## config.mk

```make
export PLATFORM = sky130hd
export DESIGN_NAME = fcsm_host
export DESIGN_NICKNAME = d
export VERILOG_FILES = /design/src/hdl/fcsm_pkg.sv /design/src/hdl/fcsm_bus_cycle.sv /design/src/hdl/fcsm_host.sv
export SDC_FILE = /design/constraint.sdc
export NUM_CORES = 1
export LEC_CHECK = 0
export ABC_AREA = 0
export ABC_CLOCK_PERIOD_IN_PS = 4940
export BUFFER_PORTS_ARGS = -buffer_cell sky130_fd_sc_hd__buf_4
export CORE_MARGIN = 10
export CORE_UTILIZATION = 61
export DETAILED_ROUTE_END_ITERATION = 12
export GPL_TIMING_DRIVEN = 0
export PLACE_DENSITY = 0.84
export SYNTH_ARGS = -nofsm -noshare
export SYNTH_HDL_FRONTEND = slang
export SYNTH_SLANG_ARGS = --single-unit
```

## constraint.sdc

```tcl
create_clock -name clk -period 4.94 [get_ports clk]
set_input_delay 0.741 -clock clk [delete_from_list [all_inputs] [get_ports clk]]
set_output_delay 0.741 -clock clk [all_outputs]
set_load 0.03 [all_outputs]
```

## src/hdl/fcsm_pkg.sv

```systemverilog
package fcsm_pkg;

  // Flash bus widths.
  localparam int ADDR_W = 19;
  localparam int DATA_W = 8;

  // Command addresses and codes used in the command write sequences.
  localparam logic [14:0] UNLOCK_ADDR_1 = 15'h5555;
  localparam logic [14:0] UNLOCK_ADDR_2 = 15'h2AAA;
  localparam logic [7:0] UNLOCK_DATA_1 = 8'hAA;
  localparam logic [7:0] UNLOCK_DATA_2 = 8'h55;
  localparam logic [7:0] CMD_RESET = 8'hF0;
  localparam logic [7:0] CMD_IDENT = 8'h90;
  localparam logic [7:0] CMD_PROGRAM = 8'hA0;
  localparam logic [7:0] CMD_ERASE_SETUP = 8'h80;
  localparam logic [7:0] CMD_CHIP_ERASE = 8'h10;
  localparam logic [7:0] CMD_SECTOR_ERASE = 8'h30;
  localparam logic [7:0] CMD_SUSPEND = 8'hB0;
  localparam logic [7:0] CMD_RESUME = 8'h30;

  // Identification read addresses (low bits only).
  localparam logic [7:0] ID_MAKER_ADDR = 8'h00;
  localparam logic [7:0] ID_PART_ADDR = 8'h01;
  localparam logic [7:0] ID_PROTECT_ADDR = 8'h02;

  // Bit positions.
  localparam int TOP_DATA_BIT = 7;
  localparam int TIME_LIMIT_FLAG_BIT = 5;
  localparam int LOWEST_DATA_BIT = 0;
  localparam int SECTOR_SELECT_LOW_BIT = 16;

  // Bus cycle timing, in 5 ns clock cycles.
  localparam int CLK_PERIOD_NS = 5;
  localparam int SETUP_NS = 20;
  localparam int STROBE_NS = 40;
  localparam int HOLD_NS = 20;
  localparam int SETUP_CYC = (SETUP_NS + CLK_PERIOD_NS - 1) / CLK_PERIOD_NS;
  localparam int STROBE_CYC = (STROBE_NS + CLK_PERIOD_NS - 1) / CLK_PERIOD_NS;
  localparam int HOLD_CYC = (HOLD_NS + CLK_PERIOD_NS - 1) / CLK_PERIOD_NS;
  localparam logic [7:0] SETUP_CNT = 8'(SETUP_CYC);
  localparam logic [7:0] STROBE_CNT = 8'(STROBE_CYC);
  localparam logic [7:0] HOLD_CNT = 8'(HOLD_CYC);

  // Sector erase accumulation window: 80 us at 200 MHz.
  localparam int ERASE_WINDOW_US = 80;
  localparam int ERASE_WINDOW_CYC = ERASE_WINDOW_US * 1000 / CLK_PERIOD_NS;
  localparam int MAX_QUEUED_SECTORS = 8;
  localparam logic [3:0] QUEUE_RESET = 4'h0;

  // Host operations.
  typedef enum logic [2:0] {
    fcsm_op_reset,
    fcsm_op_ident,
    fcsm_op_program,
    fcsm_op_chip_erase,
    fcsm_op_sector_erase,
    fcsm_op_suspend,
    fcsm_op_resume,
    fcsm_op_read
  } fcsm_op_e;

  // One host request.
  typedef struct packed {
    fcsm_op_e op;
    logic [ADDR_W-1:0] addr;
    logic [DATA_W-1:0] data;
  } fcsm_req_s;

  // One bus cycle handed to the pin engine.
  typedef struct packed {
    logic write;
    logic [ADDR_W-1:0] addr;
    logic [DATA_W-1:0] data;
  } fcsm_cycle_s;

  // Flash pin group.
  typedef struct packed {
    logic ce_b;
    logic we_b;
    logic oe_b;
    logic [ADDR_W-1:0] addr;
    logic [DATA_W-1:0] dq_out;
    logic dq_oe;
  } fcsm_pins_s;

endpackage

```

## src/hdl/fcsm_bus_cycle.sv

```systemverilog
`timescale 1ns/1ps
module fcsm_bus_cycle
  import fcsm_pkg::*;
(
  // Clock and reset.
  input wire logic clk,
  input wire logic rst_b,
  // Cycle request.
  input wire logic start,
  input wire fcsm_cycle_s cycle,
  output logic done,
  output logic [DATA_W-1:0] rdata,
  // Flash pins.
  output fcsm_pins_s pins,
  input wire logic [DATA_W-1:0] dq_in
);

  typedef enum {bc_idle, bc_setup, bc_strobe, bc_hold} fcsm_bc_e;

  fcsm_bc_e state_r, state_nxt;
  logic [7:0] cnt_r, cnt_nxt;
  fcsm_pins_s pins_r, pins_nxt;
  logic done_r, done_nxt;
  logic [DATA_W-1:0] rdata_r, rdata_nxt;
  logic [DATA_W-1:0] dq_s1_r, dq_s2_r;

  // Read data comes from off chip, so it passes two flops first.
  always_ff @(posedge clk) begin
    dq_s1_r <= dq_in;
    dq_s2_r <= dq_s1_r;
  end

  // Address stands before both strobes fall and data stands until both rise. [RULE3]
  always_comb begin
    state_nxt = state_r;
    cnt_nxt = cnt_r;
    pins_nxt = pins_r;
    done_nxt = 1'b0;
    rdata_nxt = rdata_r;
    case (state_r)
      bc_idle: begin
        if (start) begin
          pins_nxt.addr = cycle.addr;
          pins_nxt.dq_out = cycle.data;
          pins_nxt.dq_oe = cycle.write;
          cnt_nxt = SETUP_CNT;
          state_nxt = bc_setup;
        end
      end
      bc_setup: begin
        if (cnt_r <= 8'h01) begin
          pins_nxt.ce_b = 1'b0;
          pins_nxt.we_b = ~pins_r.dq_oe;
          pins_nxt.oe_b = pins_r.dq_oe;
          cnt_nxt = STROBE_CNT;
          state_nxt = bc_strobe;
        end else begin
          cnt_nxt = cnt_r - 8'h01;
        end
      end
      bc_strobe: begin
        if (cnt_r <= 8'h01) begin
          rdata_nxt = dq_s2_r;
          pins_nxt.ce_b = 1'b1;
          pins_nxt.we_b = 1'b1;
          pins_nxt.oe_b = 1'b1;
          cnt_nxt = HOLD_CNT;
          state_nxt = bc_hold;
        end else begin
          cnt_nxt = cnt_r - 8'h01;
        end
      end
      bc_hold: begin
        if (cnt_r <= 8'h01) begin
          pins_nxt.dq_oe = 1'b0;
          done_nxt = 1'b1;
          state_nxt = bc_idle;
        end else begin
          cnt_nxt = cnt_r - 8'h01;
        end
      end
      default: state_nxt = bc_idle;
    endcase
  end

  // Registers of the cycle engine.
  always_ff @(posedge clk) begin
    if (!rst_b) begin
      state_r <= bc_idle;
      cnt_r <= 8'h00;
      pins_r <= '{ce_b: 1'b1, we_b: 1'b1, oe_b: 1'b1, addr: '0, dq_out: '0, dq_oe: 1'b0};
      done_r <= 1'b0;
      rdata_r <= 8'h00;
    end else begin
      state_r <= state_nxt;
      cnt_r <= cnt_nxt;
      pins_r <= pins_nxt;
      done_r <= done_nxt;
      rdata_r <= rdata_nxt;
    end
  end

  assign pins = pins_r;
  assign done = done_r;
  assign rdata = rdata_r;

endmodule

```

## src/hdl/fcsm_host.sv

```systemverilog
// Behaviour
// (RULE1) Upper address bits ignored in command cycles.
// (RULE2) Resume suspended erase with 30H anywhere.
// (RULE3) Address on later fall, data earlier rise.
// (RULE4) Sector chosen only by address bits 18-16.
// (RULE5) Read/reset returns array reads thereafter.
// (RULE6) Power-up lands in read mode.
// (RULE7) Ident reads 00H maker, 01H part.
// (RULE8) Ident bytes have odd parity.
// (RULE9) Ident read 02H shows sector protection.
// (RULE10) Host writes read/reset to leave ident.
// (RULE11) Program is four write cycles.
// (RULE12) Programming starts on data cycle rise.
// (RULE13) Poll top bit at programmed address.
// (RULE14) Command writes ignored while programming.
// (RULE15) Program only clears ones to zeros.
// (RULE16) Chip erase is six write cycles.
// (RULE17) Chip erase preprograms then erases sectors.
// (RULE18) Chip erase done when top bit one.
// (RULE19) Sector erase six cycles, command 30H.
// (RULE20) Erase starts 80 us after last write.
// (RULE21) Other command in window aborts queue.
// (RULE22) Only suspend/resume during erase; poll inside.
// (RULE23) Sequences open with AAH/5555H, 55H/2AAAH.
// (RULE24) Suspend/resume valid only in sector erase.
// (RULE25) Top bit shows busy status while running.
// (RULE26) Command codes F0, 90, A0, 80, 10, 30.
`timescale 1ns/1ps
module fcsm_host
  import fcsm_pkg::*;
(
  // Clock and reset.
  input wire logic clk,
  input wire logic rst_b,
  // User request port.
  input wire logic req_valid,
  input wire fcsm_req_s req,
  output logic req_ready,
  // User answer port.
  output logic resp_valid,
  output logic [DATA_W-1:0] resp_data,
  output logic resp_fail,
  // Flash pins.
  output logic flash_ce_b,
  output logic flash_we_b,
  output logic flash_oe_b,
  output logic [ADDR_W-1:0] flash_addr,
  output logic [DATA_W-1:0] flash_dq_out,
  output logic flash_dq_oe,
  input wire logic [DATA_W-1:0] flash_dq_in
);

  typedef enum {st_idle, st_issue, st_wait, st_poll, st_done} fcsm_st_e;

  fcsm_st_e state_r, state_nxt;
  fcsm_req_s cur_r, cur_nxt;
  logic [2:0] step_r, step_nxt;
  logic [2:0] nsteps_r, nsteps_nxt;
  logic ready_r, ready_nxt;
  logic resp_valid_r, resp_valid_nxt;
  logic [DATA_W-1:0] resp_data_r, resp_data_nxt;
  logic resp_fail_r, resp_fail_nxt;
  logic bc_start_r, bc_start_nxt;
  fcsm_cycle_s bc_cycle_r, bc_cycle_nxt;
  logic bc_done;
  logic [DATA_W-1:0] bc_rdata;
  fcsm_pins_s pins;

  // Builds one command write; unlock addresses use only the low 15 bits. [RULE1]
  function automatic fcsm_cycle_s cmd_wr(input logic [14:0] a, input logic [7:0] d);
    cmd_wr = '{write: 1'b1, addr: {4'h0, a}, data: d};
  endfunction

  // Nth write of each command sequence. [RULE23] [RULE26]
  function automatic fcsm_cycle_s seq_cycle(input fcsm_req_s r, input logic [2:0] n);
    seq_cycle = cmd_wr(UNLOCK_ADDR_1, UNLOCK_DATA_1);
    case (n)
      3'h0: begin
        if (r.op == fcsm_op_suspend) begin
          seq_cycle = cmd_wr(UNLOCK_ADDR_1, CMD_SUSPEND); // [RULE24]
        end else if (r.op == fcsm_op_resume) begin
          seq_cycle = cmd_wr(UNLOCK_ADDR_1, CMD_RESUME); // [RULE2]
        end else if (r.op == fcsm_op_read) begin
          seq_cycle = '{write: 1'b0, addr: r.addr, data: 8'h00}; // [RULE5]
        end
      end
      3'h1, 3'h4: seq_cycle = cmd_wr(UNLOCK_ADDR_2, UNLOCK_DATA_2);
      3'h2: begin
        case (r.op)
          fcsm_op_reset: seq_cycle = cmd_wr(UNLOCK_ADDR_1, CMD_RESET); // [RULE10]
          fcsm_op_ident: seq_cycle = cmd_wr(UNLOCK_ADDR_1, CMD_IDENT);
          fcsm_op_program: seq_cycle = cmd_wr(UNLOCK_ADDR_1, CMD_PROGRAM);
          default: seq_cycle = cmd_wr(UNLOCK_ADDR_1, CMD_ERASE_SETUP);
        endcase
      end
      3'h3: begin
        if (r.op == fcsm_op_program) begin
          seq_cycle = '{write: 1'b1, addr: r.addr, data: r.data}; // [RULE11] [RULE12]
        end
      end
      3'h5: begin
        if (r.op == fcsm_op_chip_erase) begin
          seq_cycle = cmd_wr(UNLOCK_ADDR_1, CMD_CHIP_ERASE); // [RULE16]
        end else begin
          // Only the sector select bits matter in the sector cycle. [RULE4] [RULE19]
          seq_cycle = '{write: 1'b1, addr: {r.addr[ADDR_W-1:SECTOR_SELECT_LOW_BIT],
                        16'h0000}, data: CMD_SECTOR_ERASE};
        end
      end
      default: seq_cycle = cmd_wr(UNLOCK_ADDR_1, UNLOCK_DATA_1);
    endcase
  endfunction

  // Number of bus cycles in each sequence; the sequencer cuts ident and read/reset to three.
  function automatic logic [2:0] seq_len(input fcsm_op_e op);
    case (op)
      fcsm_op_program, fcsm_op_ident, fcsm_op_reset: seq_len = 3'h4;
      fcsm_op_chip_erase, fcsm_op_sector_erase: seq_len = 3'h6;
      default: seq_len = 3'h1;
    endcase
  endfunction

  // Sequencer: issue each cycle, then for program and erase poll the top data bit until done.
  always_comb begin
    state_nxt = state_r;
    cur_nxt = cur_r;
    step_nxt = step_r;
    nsteps_nxt = nsteps_r;
    ready_nxt = 1'b0;
    resp_valid_nxt = 1'b0;
    resp_data_nxt = resp_data_r;
    resp_fail_nxt = resp_fail_r;
    bc_start_nxt = 1'b0;
    bc_cycle_nxt = bc_cycle_r;
    case (state_r)
      st_idle: begin
        ready_nxt = 1'b1;
        if (req_valid && ready_r) begin
          ready_nxt = 1'b0;
          cur_nxt = req;
          // The ident sequence sends only three writes; then the read comes in.
          nsteps_nxt = (req.op == fcsm_op_ident || req.op == fcsm_op_reset) ? 3'h3
                       : seq_len(req.op);
          step_nxt = 3'h0;
          resp_fail_nxt = 1'b0;
          state_nxt = st_issue;
        end
      end
      st_issue: begin
        bc_cycle_nxt = seq_cycle(cur_r, step_r);
        bc_start_nxt = 1'b1;
        state_nxt = st_wait;
      end
      st_wait: begin
        if (bc_done) begin
          resp_data_nxt = bc_rdata;
          if (step_r + 3'h1 < nsteps_r) begin
            step_nxt = step_r + 3'h1;
            state_nxt = st_issue;
          end else if (cur_r.op == fcsm_op_program || cur_r.op == fcsm_op_chip_erase ||
                       cur_r.op == fcsm_op_sector_erase) begin
            // Poll read of the target; the program address is still held in cur_r. [RULE13] [RULE22]
            bc_cycle_nxt = '{write: 1'b0, addr: cur_r.addr, data: 8'h00};
            bc_start_nxt = 1'b1;
            state_nxt = st_poll;
          end else begin
            state_nxt = st_done;
          end
        end
      end
      st_poll: begin
        // No new command is sent while the operation runs. [RULE14] [RULE17] [RULE20]
        if (bc_done) begin
          resp_data_nxt = bc_rdata;
          if ((cur_r.op == fcsm_op_program &&
               bc_rdata[TOP_DATA_BIT] == cur_r.data[TOP_DATA_BIT]) ||
              (cur_r.op != fcsm_op_program && bc_rdata[TOP_DATA_BIT])) begin // [RULE18] [RULE25]
            state_nxt = st_done;
          end else if (bc_rdata[TIME_LIMIT_FLAG_BIT]) begin
            resp_fail_nxt = 1'b1; // [RULE15]
            state_nxt = st_done;
          end else begin
            bc_start_nxt = 1'b1;
          end
        end
      end
      st_done: begin
        resp_valid_nxt = 1'b1;
        ready_nxt = 1'b1;
        state_nxt = st_idle;
      end
      default: state_nxt = st_idle;
    endcase
  end

  // Sequencer registers.
  always_ff @(posedge clk) begin
    if (!rst_b) begin
      state_r <= st_idle;
      cur_r <= '{op: fcsm_op_reset, addr: '0, data: '0};
      step_r <= 3'h0;
      nsteps_r <= 3'h0;
      ready_r <= 1'b0;
      resp_valid_r <= 1'b0;
      resp_data_r <= 8'h00;
      resp_fail_r <= 1'b0;
      bc_start_r <= 1'b0;
      bc_cycle_r <= '{write: 1'b0, addr: '0, data: '0};
    end else begin
      state_r <= state_nxt;
      cur_r <= cur_nxt;
      step_r <= step_nxt;
      nsteps_r <= nsteps_nxt;
      ready_r <= ready_nxt;
      resp_valid_r <= resp_valid_nxt;
      resp_data_r <= resp_data_nxt;
      resp_fail_r <= resp_fail_nxt;
      bc_start_r <= bc_start_nxt;
      bc_cycle_r <= bc_cycle_nxt;
    end
  end

  // Pin timing engine.
  fcsm_bus_cycle u_cycle (
    .clk(clk),
    .rst_b(rst_b),
    .start(bc_start_r),
    .cycle(bc_cycle_r),
    .done(bc_done),
    .rdata(bc_rdata),
    .pins(pins),
    .dq_in(flash_dq_in)
  );

  // Outputs; pin values are flops inside the cycle engine.
  assign req_ready = ready_r;
  assign resp_valid = resp_valid_r;
  assign resp_data = resp_data_r;
  assign resp_fail = resp_fail_r;
  assign flash_ce_b = pins.ce_b;
  assign flash_we_b = pins.we_b;
  assign flash_oe_b = pins.oe_b;
  assign flash_addr = pins.addr;
  assign flash_dq_out = pins.dq_out;
  assign flash_dq_oe = pins.dq_oe;

endmodule

```

==> qor.txt <==
number of synthesized flops with an enable pin = 0
CTS root buf = clkbuf_8
synth cell count leaders = nand2_1 (166), dfxtp_1 (145), a21oi_1 (115)
Ports = 83
overall routing resource usage = 24.0%
setup tns final = 0 ns
crit path buf inv count = 2
Area growth syn-to-layout = 22.4%
endpoints failing hold = 0
Avg Synthesized Cell Area = 8.47 µm²
Unique masters post-synth = 66
ratio of cells with drive above 1 in the final layout = 17.8%
DR DRC count = 0
largest net degree at the start of global routing = 17
Worst-path clk slew = 0.07 ns
final setup margin = 2.00 ns
cell area power density = 385 nW/µm²
Port Buffers = 82
r2r setup slk = 2.00 ns
Vias = 5628
Hold Slack = 0.311 ns
FF-to-FF Start = step_r[0]
Required @ worst endpoint = 5.32 ns
combinational family with the most area after synthesis = compound AO/OA/AOI/OAI gates
worst-case reg-to-reg path depth = 10
antenna violations before repair = 0
worst setup path start = step_r[0]
routed wire length per instance = 17.9 µm
Die X = 120 µm
RSZ-0062 raised after global routing = no
Data arrival, critical path = 3.32 ns
Max H-tree Level = 4
final clock skew = 0.00787 ns
Mapped Cells = 717
Sink Count = 145
core area = 9730 µm²
max cap viols = 0
CTS tree = yes
CTS Hold Buffers Added = 0
Setup CP Type = register to register
Worst Hold Launch = flash_dq_in[4]
dpl ws = 2.12 ns
Synth Area in Simple Gates = 20.6%
Worst path slowest cell = a2111oi_1
Worst-Skew Late Latency = 0.53 ns
worst vdd ir = 0.000333 V
Synthesis Warnings = 0
Post-synth ARST share = 0%
Highest Clock Rate = 341 MHz
post-synth top area share = 47.8%
Tcrit/Tclk final = 59.4%
mux contribution to synthesized area = 1.26%
post-CTS setup buffer count = 0
initial DRC count = 446
slew margin rel. = 22.6%
Setup crit end kind = register
Total Routed Length = 17.2 mm
vias in the first global route = 5604
nets = 873
worst r2r dst = bc_cycle_r[13]
final setup fails = 0
final total power = 0.00286 W
top cell family by delay on the critical path = compound AO/OA/AOI/OAI gates
placer congestion estimate = 0.906
CP dominant cell by count = ha_1
ANT cells = 0
Post-Syn Nets = 772
WHS Path Cells = 1
dominant cell type by area after synthesis = dfxtp_1
fin crit period = 2.94 ns
type of the worst min-delay path = input pin to register
final antenna-violating net count = 0
Hold EP = u_cycle.dq_s1_r[4]
post-cts resize count = 0
P_leak = 2.90 nW
Cell Rows = 36
most frequent cell after synthesis = nand2_1
CP Launch Type = register
critical path's largest stage delay = 0.53 ns
drt via density = 5.84
die area = 14400 µm²
Critical Path, Cell by Cell = ha_1 -> ha_1 -> inv_1 -> ha_1 -> nand2_1 -> o21a_1 -> o31a_1 -> buf_2 -> a2111oi_1 -> a211oi_1
Slew @ Worst Pin = 1.14 ns
first-pass GRT wire length = 28.0 mm
Max Slew Vio Count = 0
Synth Area in XOR/XNOR = 0.865%
#FFs+latches synth = 145
gr ovfl total = 0
Synth area leaders = dfxtp_1 (48%), nand2_1 (10%), a21oi_1 (9.5%)
TritonCTS Buffers = 17
final core occ = 76.4%
Synth Area in Compound Gates = 21.4%
Synth Cell Area = 6080 µm²
Starting Density = 62.4%
dominant synthesized flop cell = dfxtp_1
outcome = complete, no violations
sequential share of the synthesized area = 47.8%
Die Ht = 120 µm
Longest Clk Path Bufs = 2
TritonRoute pass-1 iters = 6
detailed placement HPWL = 12.6 mm
Synth Area in Adders = 2.88%
crit-path max FO = 10
-- stage by stage --
stage / area, µm² / std cells
2_1_floorplan: 6080 / 717
3_3_place_gp: 6860 / 932
3_5_place_dp: 6860 / 932
4_1_cts: 7440 / 963
5_1_grt: 7440 / 963
6_report: 7440 / 963
-- layout by cell type (no fill, tap or decap), types with 6 or more instances in the layout --
cell type,instances
inv_1,25
nor4_1,6
clkbuf_16,16
nor2b_1,14
nor3_1,13
nand2b_1,8
a211oi_1,16
o21ai_0,15
nand3_1,18
dfxtp_1,145
a32o_1,7
ha_1,14
a21oi_1,115
buf_2,12
nand2_1,166
clkbuf_1,26
buf_4,85
nor2_1,21
-- per-layer routing --
layer	routed length, µm	share of wire [%]	vias to the layer above	GRT usage [%]
li1	-	-	2688	-
met1	7460	43	2669	29.1
met2	8240	48	231	40.6
met3	1120	6.5	40	6.14
met4	408	2.4	0	8.14
met5	0	0	-	0
-- where the power goes --
group | switching (W) | internal, W | leakage (nW)
registers | 0.0000368 | 0.00122 | 1.18
clock network | 0.000522 | 0.000740 | 0.285
logic | 0.000215 | 0.000125 | 1.44
-- worst register-to-register path, stage by stage (launching register included) --
cell and delay, ns:
dfxtp_1 0.36, ha_1 0.22, ha_1 0.27, inv_1 0.06
ha_1 0.30, nand2_1 0.10, o21a_1 0.25, o31a_1 0.36
buf_2 0.20, a2111oi_1 0.53, a211oi_1 0.15
-- cell type report --
| class | count | area [µm²] |
|---|---|---|
| repair buffers | 82 | 616 |
| well taps | 133 | 166 |
| inverters | 25 | 93.8 |
| plain buffers | 47 | 225 |
| multi-input cells | 500 | 2850 |
| flip-flops and latches | 145 | 2900 |
| clock buffers | 18 | 428 |
| clock inverters | 13 | 150 |
| fillers | 724 | 2290 |
-- sequential cells by signal (all words and copies together) (netlist names) --
register	cells
state_r	3
u_cycle.pins	31
u_cycle.rdata	8
u_cycle.cnt_r	8
bc_cycle_r	28
step_r	3
resp_fail	1
nsteps_r	3
resp_data	8
bc_start_r	1
u_cycle.dq_s1_r	8
u_cycle.done	1
req_ready	1
u_cycle.state_r	2
u_cycle.dq_s2_r	8
cur_r	30
resp_valid	1
-- cell families after synthesis --
kind of cell / Yosys count
simple gates: 272
compound gates: 201
flops: 145
buf+inv: 72
fa+ha+maj: 14
mux: 7
xor+xnor: 6
-- how the worst max path moves through the flow --
stage,end,cells after the start
after global routing,bc_cycle_r[15],10
after detailed placement,bc_cycle_r[15],11
after floorplan,bc_cycle_r[13],10
after CTS,bc_cycle_r[13],10
final,bc_cycle_r[13],10
after global placement,bc_cycle_r[13],11
(Power assumes the default switching activity.)
